==> src/wdt_map.vh <==
`ifndef WDT_MAP_VH
`define WDT_MAP_VH

// Register offsets, byte addresses on the APB.
`define WDT_OFF_RSTCTL     8'h00
`define WDT_OFF_CFG        8'h04
`define WDT_OFF_CNT        8'h08

// Reset control register fields.
`define WDT_RSTCTL_IDLE    2
`define WDT_RSTCTL_SLEEP   3
`define WDT_RSTCTL_TOF     4
`define WDT_RSTCTL_SWEN    5

// Configuration and status readback fields.
`define WDT_CFG_FUSEEN     0
`define WDT_CFG_WIDE       1
`define WDT_CFG_POST_LO    4
`define WDT_CFG_POST_HI    7
`define WDT_CFG_RUN        8
`define WDT_CFG_LOWPWR     9

// Counter readback fields.
`define WDT_CNT_PRE_LO     0
`define WDT_CNT_PRE_HI     6
`define WDT_CNT_POST_LO    8
`define WDT_CNT_POST_HI    22

// Reset values.
`define WDT_RST_WORD       32'h0000_0000
`define WDT_RST_PRE        7'h00
`define WDT_RST_POST       15'h0000
`define WDT_RST_SEL        4'h0

// Prescaler terminal counts: divide by 32 and by 128.
`define WDT_PRE_SHORT_LAST 7'h1f
`define WDT_PRE_LONG_LAST  7'h7f

// Timing: system clock and nominal low-power oscillator rate.
`define WDT_CLK_HZ         200000000
`define WDT_OSC_HZ         32000
`define WDT_OSC_DIV        (`WDT_CLK_HZ / `WDT_OSC_HZ)

`endif

==> src/wdt_low_power_rc_osc_tick.v <==
`default_nettype none

// Stands in for the low-power RC oscillator: one tick per nominal
// oscillator period, produced only while the oscillator is enabled.
module wdt_osc_tick #(
   parameter DIV = 6250,
   parameter CW  = 13
)(
   input  wire          sys_clk,
   input  wire          rstSync_n,
   input  wire          oscEnable,
   output reg           tick
);

   reg  [CW-1:0] divCnt_q;
   wire [CW-1:0] divLast = DIV[CW-1:0] - {{(CW-1){1'b0}}, 1'b1};

   // The divider rests at zero while off, so each enable starts a
   // full oscillator period rather than a stale partial one.
   always @(posedge sys_clk or negedge rstSync_n) begin
      if (!rstSync_n) begin
         divCnt_q <= {CW{1'b0}};
         tick     <= 1'b0;
      end else if (!oscEnable) begin
         divCnt_q <= {CW{1'b0}};
         tick     <= 1'b0;
      end else if (divCnt_q == divLast) begin
         divCnt_q <= {CW{1'b0}};
         tick     <= 1'b1;
      end else begin
         divCnt_q <= divCnt_q + {{(CW-1){1'b0}}, 1'b1};
         tick     <= 1'b0;
      end
   end

endmodule

`default_nettype wire

==> src/wdt_timer.v <==
// The address map and the APB slave port are this design's own decisions.
`include "wdt_map.vh"
`default_nettype none

module wdt_timer #(
   parameter OSC_DIV  = `WDT_OSC_DIV,
   parameter DIV_W    = 13,
   parameter PRE_W    = 7,
   parameter POST_W   = 15
)(
   input  wire          sys_clk,
   input  wire          rst_n,
   input  wire [7:0]    paddr,
   input  wire          psel,
   input  wire          penable,
   input  wire          pwrite,
   input  wire [31:0]   pwdata,
   output reg  [31:0]   prdata,
   output reg           pready,
   output reg           pslverr,
   input  wire          fuseWatchdogEnable,
   input  wire          prescaleWidthSelect,
   input  wire [3:0]    postscaleRatioSelect,
   input  wire          deviceReset,
   input  wire          powerSaveInstr,
   input  wire          sleepNotIdle,
   input  wire          clearWatchdogInstr,
   input  wire          oscSwitchDone,
   input  wire          exitLowPower,
   output reg           lowPowerRcOscEn,
   output reg           watchdogWake,
   output reg           watchdogResetReq,
   output reg           watchdogTimeoutFlag
);

   // Postscaler terminal count for a ratio code: two to the n, less one.
   function [POST_W-1:0] postLast;
      input [3:0] sel;
      reg   [POST_W:0] ratio;
      begin
         ratio    = {{POST_W{1'b0}}, 1'b1} << sel;
         postLast = ratio[POST_W-1:0] - {{(POST_W-1){1'b0}}, 1'b1};
      end
   endfunction

   reg               rstMeta_q;
   reg               rstSync_q;
   wire              rstSync_n;
   reg               cfgLoaded_q;
   reg               fuseEn_q;
   reg               wide_q;
   reg  [3:0]        postSel_q;
   reg               softEn_q;
   reg               sleepBit_q;
   reg               idleBit_q;
   reg               lowPower_q;
   reg  [PRE_W-1:0]  preCnt_q;
   reg  [POST_W-1:0] postCnt_q;
   wire              oscTick;
   wire              wdtOn;
   wire [PRE_W-1:0]  preLastVal;
   wire              preWrap;
   wire              postWrap;
   wire              clrCount;
   wire              timeout;
   wire              accessPh;
   wire              wrDone;
   wire              wrRstCtl;
   reg  [31:0]       rdWord;
   reg               rdErr;

   // Reset release passes two flops; everything else uses the copy.
   always @(posedge sys_clk or negedge rst_n) begin
      if (!rst_n) begin
         rstMeta_q <= 1'b0;
         rstSync_q <= 1'b0;
      end else begin
         rstMeta_q <= 1'b1;
         rstSync_q <= rstMeta_q;
      end
   end

   assign rstSync_n = rstSync_q;

   // Program-once configuration is caught in the first cycle after
   // reset release and then frozen, so later changes on the
   // configuration inputs cannot alter a running watchdog.
   always @(posedge sys_clk or negedge rstSync_n) begin
      if (!rstSync_n) begin
         cfgLoaded_q <= 1'b0;
         fuseEn_q    <= 1'b0;
         wide_q      <= 1'b0;
         postSel_q   <= `WDT_RST_SEL;
      end else if (!cfgLoaded_q) begin
         cfgLoaded_q <= 1'b1;
         fuseEn_q    <= fuseWatchdogEnable;
         wide_q      <= prescaleWidthSelect;
         postSel_q   <= postscaleRatioSelect;
      end
   end

   // Fuse enable cannot be overridden; soft enable only counts when
   // the fuse is clear.
   assign wdtOn = cfgLoaded_q & (fuseEn_q | softEn_q);

   // Oscillator model runs exactly while the watchdog is enabled.
   wdt_osc_tick #(
      .DIV       (OSC_DIV),
      .CW        (DIV_W)
   ) u_osc (
      .sys_clk   (sys_clk),
      .rstSync_n (rstSync_n),
      .oscEnable (wdtOn),
      .tick      (oscTick)
   );

   // APB handshake terms: one wait state, then the access completes.
   assign accessPh = psel & penable;
   assign wrDone   = accessPh & pready & pwrite;
   assign wrRstCtl = wrDone & (paddr == `WDT_OFF_RSTCTL);

   // Every cause of a counter clear other than a disable, in any order of arrival.
   // Clear-watchdog is honoured only in normal execution.
   assign clrCount = deviceReset
                   | oscSwitchDone
                   | powerSaveInstr
                   | exitLowPower
                   | (clearWatchdogInstr & ~lowPower_q);

   // Divide by 32 gives 1 ms, by 128 gives 4 ms at 32 kHz.
   assign preLastVal = wide_q ? `WDT_PRE_LONG_LAST
                              : `WDT_PRE_SHORT_LAST;
   assign preWrap  = oscTick & (preCnt_q == preLastVal);
   assign postWrap = preWrap & (postCnt_q == postLast(postSel_q));
   // A clear in the same cycle as the terminal count wins, since
   // software serviced the watchdog in time.
   assign timeout  = wdtOn & postWrap & ~clrCount;

   // Prescaler: advances on each oscillator tick and keeps counting
   // whatever the power mode of the core.
   always @(posedge sys_clk or negedge rstSync_n) begin
      if (!rstSync_n) begin
         preCnt_q <= `WDT_RST_PRE;
      end else if (clrCount || !wdtOn) begin
         preCnt_q <= `WDT_RST_PRE;
      end else if (preWrap) begin
         preCnt_q <= `WDT_RST_PRE;
      end else if (oscTick) begin
         preCnt_q <= preCnt_q + {{(PRE_W-1){1'b0}}, 1'b1};
      end
   end

   // Postscaler: counts prescaler periods, giving ratios 1 to 32768.
   always @(posedge sys_clk or negedge rstSync_n) begin
      if (!rstSync_n) begin
         postCnt_q <= `WDT_RST_POST;
      end else if (clrCount || !wdtOn) begin
         postCnt_q <= `WDT_RST_POST;
      end else if (postWrap) begin
         postCnt_q <= `WDT_RST_POST;
      end else if (preWrap) begin
         postCnt_q <= postCnt_q + {{(POST_W-1){1'b0}}, 1'b1};
      end
   end

   // Power mode tracking: entry sets it, core exit or our own wake
   // ends it.
   always @(posedge sys_clk or negedge rstSync_n) begin
      if (!rstSync_n) begin
         lowPower_q <= 1'b0;
      end else if (deviceReset || exitLowPower) begin
         lowPower_q <= 1'b0;
      end else if (powerSaveInstr) begin
         lowPower_q <= 1'b1;
      end else if (timeout && lowPower_q) begin
         lowPower_q <= 1'b0;
      end
   end

   // Time-out outcome: a wake in low power, a reset request otherwise.
   always @(posedge sys_clk or negedge rstSync_n) begin
      if (!rstSync_n) begin
         watchdogWake     <= 1'b0;
         watchdogResetReq <= 1'b0;
      end else begin
         watchdogWake     <= timeout & lowPower_q;
         watchdogResetReq <= timeout & ~lowPower_q;
      end
   end

   // Software enable: device reset clears it, and takes priority
   // over a write landing in the same cycle.
   always @(posedge sys_clk or negedge rstSync_n) begin
      if (!rstSync_n) begin
         softEn_q <= 1'b0;
      end else if (deviceReset) begin
         softEn_q <= 1'b0;
      end else if (wrRstCtl) begin
         softEn_q <= pwdata[`WDT_RSTCTL_SWEN];
      end
   end

   // Time-out flag survives device reset so that software can tell
   // why it restarted; a time-out in the clearing cycle still sets it.
   always @(posedge sys_clk or negedge rstSync_n) begin
      if (!rstSync_n) begin
         watchdogTimeoutFlag <= 1'b0;
      end else if (timeout) begin
         watchdogTimeoutFlag <= 1'b1;
      end else if (wrRstCtl) begin
         watchdogTimeoutFlag <= pwdata[`WDT_RSTCTL_TOF];
      end
   end

   // Sleep and idle status: set on power-save entry and left set
   // after a wake; only software removes them.
   always @(posedge sys_clk or negedge rstSync_n) begin
      if (!rstSync_n) begin
         sleepBit_q <= 1'b0;
         idleBit_q  <= 1'b0;
      end else if (powerSaveInstr) begin
         sleepBit_q <= sleepBit_q | sleepNotIdle;
         idleBit_q  <= idleBit_q | ~sleepNotIdle;
      end else if (wrRstCtl) begin
         sleepBit_q <= pwdata[`WDT_RSTCTL_SLEEP];
         idleBit_q  <= pwdata[`WDT_RSTCTL_IDLE];
      end
   end

   // Oscillator enable follows the watchdog enable.
   always @(posedge sys_clk or negedge rstSync_n) begin
      if (!rstSync_n) begin
         lowPowerRcOscEn <= 1'b0;
      end else begin
         lowPowerRcOscEn <= wdtOn;
      end
   end

   // Read mux; unmapped addresses return zero with an error.
   always @* begin
      rdWord = `WDT_RST_WORD;
      rdErr  = 1'b0;
      case (paddr)
         `WDT_OFF_RSTCTL: begin
            rdWord[`WDT_RSTCTL_IDLE]  = idleBit_q;
            rdWord[`WDT_RSTCTL_SLEEP] = sleepBit_q;
            rdWord[`WDT_RSTCTL_TOF]   = watchdogTimeoutFlag;
            rdWord[`WDT_RSTCTL_SWEN]  = softEn_q;
         end
         `WDT_OFF_CFG: begin
            rdWord[`WDT_CFG_FUSEEN] = fuseEn_q;
            rdWord[`WDT_CFG_WIDE]   = wide_q;
            rdWord[`WDT_CFG_POST_HI:`WDT_CFG_POST_LO] = postSel_q;
            rdWord[`WDT_CFG_RUN]    = wdtOn;
            rdWord[`WDT_CFG_LOWPWR] = lowPower_q;
         end
         `WDT_OFF_CNT: begin
            rdWord[`WDT_CNT_PRE_HI:`WDT_CNT_PRE_LO]   = preCnt_q;
            rdWord[`WDT_CNT_POST_HI:`WDT_CNT_POST_LO] = postCnt_q;
         end
         default: begin
            rdErr = 1'b1;
         end
      endcase
   end

   // APB answer: pready rises one cycle into the access phase and
   // drops after the completing edge. Registered read data costs a
   // wait state but keeps every output straight from a flop.
   always @(posedge sys_clk or negedge rstSync_n) begin
      if (!rstSync_n) begin
         pready  <= 1'b0;
         pslverr <= 1'b0;
         prdata  <= `WDT_RST_WORD;
      end else if (accessPh && !pready) begin
         pready  <= 1'b1;
         pslverr <= rdErr;
         prdata  <= pwrite ? `WDT_RST_WORD : rdWord;
      end else begin
         pready  <= 1'b0;
         pslverr <= 1'b0;
         prdata  <= `WDT_RST_WORD;
      end
   end

endmodule

`default_nettype wire

==> config.mk <==
export PLATFORM = sky130hd
export DESIGN_NAME = wdt_timer
export DESIGN_NICKNAME = d
export VERILOG_FILES = /design/src/wdt_low_power_rc_osc_tick.v /design/src/wdt_timer.v
export VERILOG_INCLUDE_DIRS = /design/src
export SDC_FILE = /design/constraint.sdc
export NUM_CORES = 1
export LEC_CHECK = 0
export ABC_AREA = 1
export BUFFER_PORTS_ARGS = -buffer_cell sky130_fd_sc_hd__buf_4
export CAP_MARGIN = 25
export CELL_PAD_IN_SITES_DETAIL_PLACEMENT = 1
export CELL_PAD_IN_SITES_GLOBAL_PLACEMENT = 1
export CORE_ASPECT_RATIO = 1.1
export CORE_MARGIN = 5
export CORE_UTILIZATION = 39
export CTS_CLUSTER_DIAMETER = 30
export CTS_CLUSTER_SIZE = 12
export DETAILED_ROUTE_END_ITERATION = 6
export PLACE_DENSITY_LB_ADDON = 0.1
export SETUP_SLACK_MARGIN = 0.4
export SKIP_CTS_REPAIR_TIMING = 1
export SYNTH_ARGS = -nofsm -noshare
export SYNTH_HDL_FRONTEND = slang
export SYNTH_SLANG_ARGS = --single-unit
==> constraint.sdc <==
create_clock -name sys_clk -period 2.5 [get_ports sys_clk]
set_input_delay 0.25 -clock sys_clk [delete_from_list [all_inputs] [get_ports sys_clk]]
set_output_delay 0.25 -clock sys_clk [all_outputs]
set_load 0.005 [all_outputs]
==> flow_summary.html <==
<table>
<tr><th>Metric</th><th>Value</th></tr>
<tr><th colspan="2">Clock network</th></tr>
<tr><td>Sink count of the clock tree</td><td>78</td></tr>
<tr><td>H-tree level count</td><td>3</td></tr>
<tr><td>Clk Latency, worst-skew pair</td><td>0.34 ns</td></tr>
<tr><td>Clock edge transition at the registers on the reported setup and hold paths</td><td>0.06 ns</td></tr>
<tr><td>Number of buffers created by CTS</td><td>9</td></tr>
<tr><td>TritonCTS clock tree</td><td>yes</td></tr>
<tr><td>CTS Buffer Depth</td><td>2</td></tr>
<tr><td>CTS root buffer</td><td>sky130_fd_sc_hd__clkbuf_16</td></tr>
<tr><th colspan="2">Worst setup path</th></tr>
<tr><td>Register-to-Register Path Depth</td><td>12</td></tr>
<tr><td>Setup crit start</td><td>postSel_q[2]</td></tr>
<tr><td>Reg-to-reg setup timing slack</td><td>0.29 ns</td></tr>
<tr><td>Top fanout value on the critical path</td><td>6</td></tr>
<tr><td>Launch point of the worst reg-to-reg path</td><td>postSel_q[2]</td></tr>
<tr><td>Capture instance of the worst register-to-register path</td><td>postCnt_q[12]</td></tr>
<tr><td>Critical setup path kind</td><td>register to register</td></tr>
<tr><td>Crit path DAT</td><td>2.43 ns</td></tr>
<tr><td>Worst setup SP type</td><td>register</td></tr>
<tr><td>Data required time at the worst endpoint</td><td>2.72 ns</td></tr>
<tr><td>Critical path endpoint category</td><td>register</td></tr>
<tr><th colspan="2">Detailed routing</th></tr>
<tr><td>Vias</td><td>3,786</td></tr>
<tr><td>DRT Pass-1 Iters</td><td>4</td></tr>
<tr><td>Total detailed-routing wirelength</td><td>12.2 mm</td></tr>
<tr><td>Detailed-route DRC error count</td><td>0</td></tr>
<tr><td>Mean number of vias per cell</td><td>5.00</td></tr>
<tr><td>Starting DRT DRC Count</td><td>91</td></tr>
<tr><td>Post-detailed-route wirelength per cell</td><td>16.1 µm</td></tr>
<tr><td>Remaining antenna violation count after routing</td><td>0</td></tr>
<tr><th colspan="2">Layout</th></tr>
<tr><td>Nets</td><td>671</td></tr>
<tr><td>Share of cells above drive strength 1</td><td>0.217</td></tr>
<tr><td>Diode insertion count for antenna repair</td><td>0</td></tr>
<tr><td>Area growth, synth to finish</td><td>28.1%</td></tr>
<tr><td>Leading cell type in the layout, fill and taps excluded</td><td>sky130_fd_sc_hd__nand2_1</td></tr>
<tr><td>Commonest cells after routing, fill and taps aside</td><td>sky130_fd_sc_hd__nand2_1 (128), sky130_fd_sc_hd__buf_4 (76), sky130_fd_sc_hd__dfrtp_1 (74)</td></tr>
<tr><th colspan="2">Pwr</th></tr>
<tr><td>Switch share</td><td>0.240</td></tr>
<tr><td>LEAKAGE</td><td>0.00248 µW</td></tr>
<tr><td>Total design power</td><td>3050 µW</td></tr>
<tr><td>Sequential fraction of design power</td><td>0.430</td></tr>
<tr><td>Part of the total power dissipated in the clock network</td><td>0.478</td></tr>
<tr><td>Reported net switching power</td><td>733 µW</td></tr>
<tr><td>Internal Pwr Total</td><td>2320 µW</td></tr>
<tr><td>Fraction of power consumed by combinational cells</td><td>0.093</td></tr>
<tr><td>Power density relative to cell area</td><td>582 nW/µm²</td></tr>
<tr><td>IR Drop Worst-Case VDD</td><td>360 µV</td></tr>
<tr><th colspan="2">Synth</th></tr>
<tr><td>Post-Synthesis Cell Area</td><td>4090 µm²</td></tr>
<tr><td>Fraction of registers with async set/reset</td><td>1.00</td></tr>
<tr><td>Most common flop cell mapped by yosys</td><td>sky130_fd_sc_hd__dfrtp_1</td></tr>
<tr><td>Warning count from the yosys run</td><td>0</td></tr>
<tr><td>Yosys reg bits</td><td>78</td></tr>
<tr><td>Synth cell types</td><td>34</td></tr>
<tr><td>Count of mapped cells out of synthesis</td><td>526</td></tr>
<tr><td>Part of the Yosys area used for sequential elements</td><td>0.477</td></tr>
<tr><td>Count of flip-flops with a built-in enable after synthesis</td><td>0</td></tr>
<tr><td>Synthesized area per cell</td><td>7.78 µm²</td></tr>
<tr><th colspan="2">Timing</th></tr>
<tr><td>Final count of pins violating max slew</td><td>0</td></tr>
<tr><td>Final setup skew</td><td>0.00617 ns</td></tr>
<tr><td>Setup repair after global routing missed its margin</td><td>true</td></tr>
<tr><td>Hold Fails Final Rpt</td><td>0</td></tr>
<tr><td>Rel. slew slack</td><td>0.410</td></tr>
<tr><td># setup viols final</td><td>0</td></tr>
<tr><td>Max Clock Freq</td><td>452 MHz</td></tr>
<tr><td>Setup TNS</td><td>0 ns</td></tr>
<tr><td>Time the final worst path needs with I/O delays and setup</td><td>2.21 ns</td></tr>
<tr><td>Period utilization</td><td>0.885</td></tr>
<tr><td>Worst hold-check slack</td><td>0.0867 ns</td></tr>
<tr><td>Worst-margin pin slew</td><td>0.883 ns</td></tr>
<tr><th colspan="2">Placed design</th></tr>
<tr><td>Buffers added on ports</td><td>57</td></tr>
<tr><td>HPWL reported at the end of detailed placement</td><td>9.06 mm</td></tr>
<tr><td>Final weighted congestion in routability-driven placement</td><td>0.888</td></tr>
<tr><th colspan="2">Worst hold path</th></tr>
<tr><td>Source of the worst hold timing path</td><td>deviceReset</td></tr>
<tr><td>Worst hold path type</td><td>primary input to register</td></tr>
<tr><td>Cell count of the worst hold path</td><td>2</td></tr>
<tr><td>Worst hold endpoint</td><td>softEn_q</td></tr>
<tr><th colspan="2">GRT</th></tr>
<tr><td>Vias in the first global route</td><td>4,061</td></tr>
<tr><td>Gr usage total</td><td>0.194</td></tr>
<tr><td>First-pass GRT wire length</td><td>19.5 mm</td></tr>
<tr><td>Number of antenna violations at the first check in global routing</td><td>0</td></tr>
<tr><td>Maximum number of pins on one net before global-route repair</td><td>44</td></tr>
<tr><td>Congestion Overflow GR</td><td>0</td></tr>
<tr><th colspan="2">Die</th></tr>
<tr><td>Standard-cell rows</td><td>39</td></tr>
<tr><td>Core ar.</td><td>10,300 µm²</td></tr>
<tr><td>Top-Level Pins</td><td>95</td></tr>
<tr><td>Starting density of the core</td><td>0.396</td></tr>
<tr><td>Die Outline Area</td><td>12,600 µm²</td></tr>
<tr><td>Chip Width</td><td>108 µm</td></tr>
<tr><td>Height of the chip</td><td>117 µm</td></tr>
<tr><th colspan="2">Outcome</th></tr>
<tr><td>Run status</td><td>completed</td></tr>
<tr><th colspan="2">Job</th></tr>
<tr><td>Max capacitance violation total</td><td>0</td></tr>
</table>
metal layers:
metal	global-route usage	wire length, µm	share of wire	up-vias
met5	0	0	0	-
met4	0.0608	257	0.021	0
met3	0.0400	332	0.027	19
met2	0.340	6500	0.53	49
met1	0.238	5120	0.42	1860
li1	-	-	-	1858
synthesized netlist by cell type, types with 2 or more instances:
library cell	number	area (µm²)
sky130_fd_sc_hd__or2_2	2	12.5
sky130_fd_sc_hd__inv_2	3	11.3
sky130_fd_sc_hd__nor2_4	2	22.5
sky130_fd_sc_hd__nor3_1	31	155
sky130_fd_sc_hd__nor2_1	65	244
sky130_fd_sc_hd__nand2_1	129	484
sky130_fd_sc_hd__nand3_1	35	175
sky130_fd_sc_hd__buf_4	10	75.1
sky130_fd_sc_hd__nand4_1	4	25.0
sky130_fd_sc_hd__a21oi_1	25	125
sky130_fd_sc_hd__o21ai_1	2	10.0
sky130_fd_sc_hd__nand2_2	3	18.8
sky130_fd_sc_hd__dfrtp_1	78	1950
sky130_fd_sc_hd__ha_1	5	62.6
sky130_fd_sc_hd__xnor2_1	3	26.3
sky130_fd_sc_hd__nor4_1	3	18.8
sky130_fd_sc_hd__a31oi_1	2	12.5
sky130_fd_sc_hd__clkbuf_1	4	15.0
sky130_fd_sc_hd__inv_1	61	229
sky130_fd_sc_hd__xor2_1	11	96.3
sky130_fd_sc_hd__o21ai_0	13	65.1
sky130_fd_sc_hd__conb_1	2	7.51
sky130_fd_sc_hd__mux2_2	3	33.8
sky130_fd_sc_hd__o22ai_1	12	75.1
sky130_fd_sc_hd__o211ai_1	4	30.0
sky130_fd_sc_hd__nor3b_1	6	45.0
registers in the layout, summed over array words and instances, names as in the netlist, 4 cells and up:
signal          flops
postCnt_q          15
postSel_q           4
prdata             23
preCnt_q            7
u_osc.divCnt_q     13
final cells by class:
cell class,count,area [µm²]
inverters,64,240
repair buffers,78,601
well taps,143,179
clock inverters,5,81.3
flip-flops and latches,78,1960
fillers,1301,5100
multi-input cells,378,1930
clock buffers,11,253
worst max-delay path by stage:
| stage | end | cells past startpoint |
|---|---|---|
| floorplan | postCnt_q[2] | 17 |
| global placement | postCnt_q[2] | 14 |
| detailed placement | postCnt_q[7] | 13 |
| CTS | postCnt_q[7] | 13 |
| global route | lowPower_q | 12 |
| finish | postCnt_q[12] | 12 |
power groups by stage:
stage | combinational [µW] | sequential, µW | clock (µW)
2_1_floorplan | 151 | 1340 | 0
6_report | 283 | 1310 | 1460
3_3_place_gp | 257 | 1330 | 0
4_1_cts | 266 | 1310 | 1500
5_1_grt | 317 | 1320 | 1560
3_5_place_dp | 264 | 1340 | 0
through the flow:
step | utilization | setup slack, ns | cell area (µm²) | cells
after global routing | 0.507 | 0.111 | 5240 | 757
after global placement | 0.459 | 0.206 | 4750 | 733
final | 0.507 | 0.288 | 5240 | 757
after floorplan | - | 0.430 | 4130 | 535
after CTS | 0.491 | 0.0972 | 5080 | 749
after detailed placement | 0.459 | 0.149 | 4750 | 733
cells by family after synthesis:
kind of cell / share of synthesized area
flops: 0.477
simple gates: 0.302
mux: 0.00825
fa+ha+maj: 0.0153
other cells: 0.00183
xor+xnor: 0.0300
compound gates: 0.0816
buf+inv: 0.0847
critical path: stages (launching register included):
cell                      delay, ns
sky130_fd_sc_hd__dfrtp_1       0.41
sky130_fd_sc_hd__nor2_4        0.15
sky130_fd_sc_hd__nand3_2       0.11
sky130_fd_sc_hd__ha_4          0.26
sky130_fd_sc_hd__xnor2_2       0.14
sky130_fd_sc_hd__nor2_1        0.10
sky130_fd_sc_hd__nand3_1       0.11
sky130_fd_sc_hd__nor2_1        0.12
sky130_fd_sc_hd__nand3_1       0.10
sky130_fd_sc_hd__nor2_2        0.15
sky130_fd_sc_hd__nand3_2       0.16
sky130_fd_sc_hd__nand2_2       0.19
sky130_fd_sc_hd__o22ai_1       0.09
(Power assumes the default switching activity.)
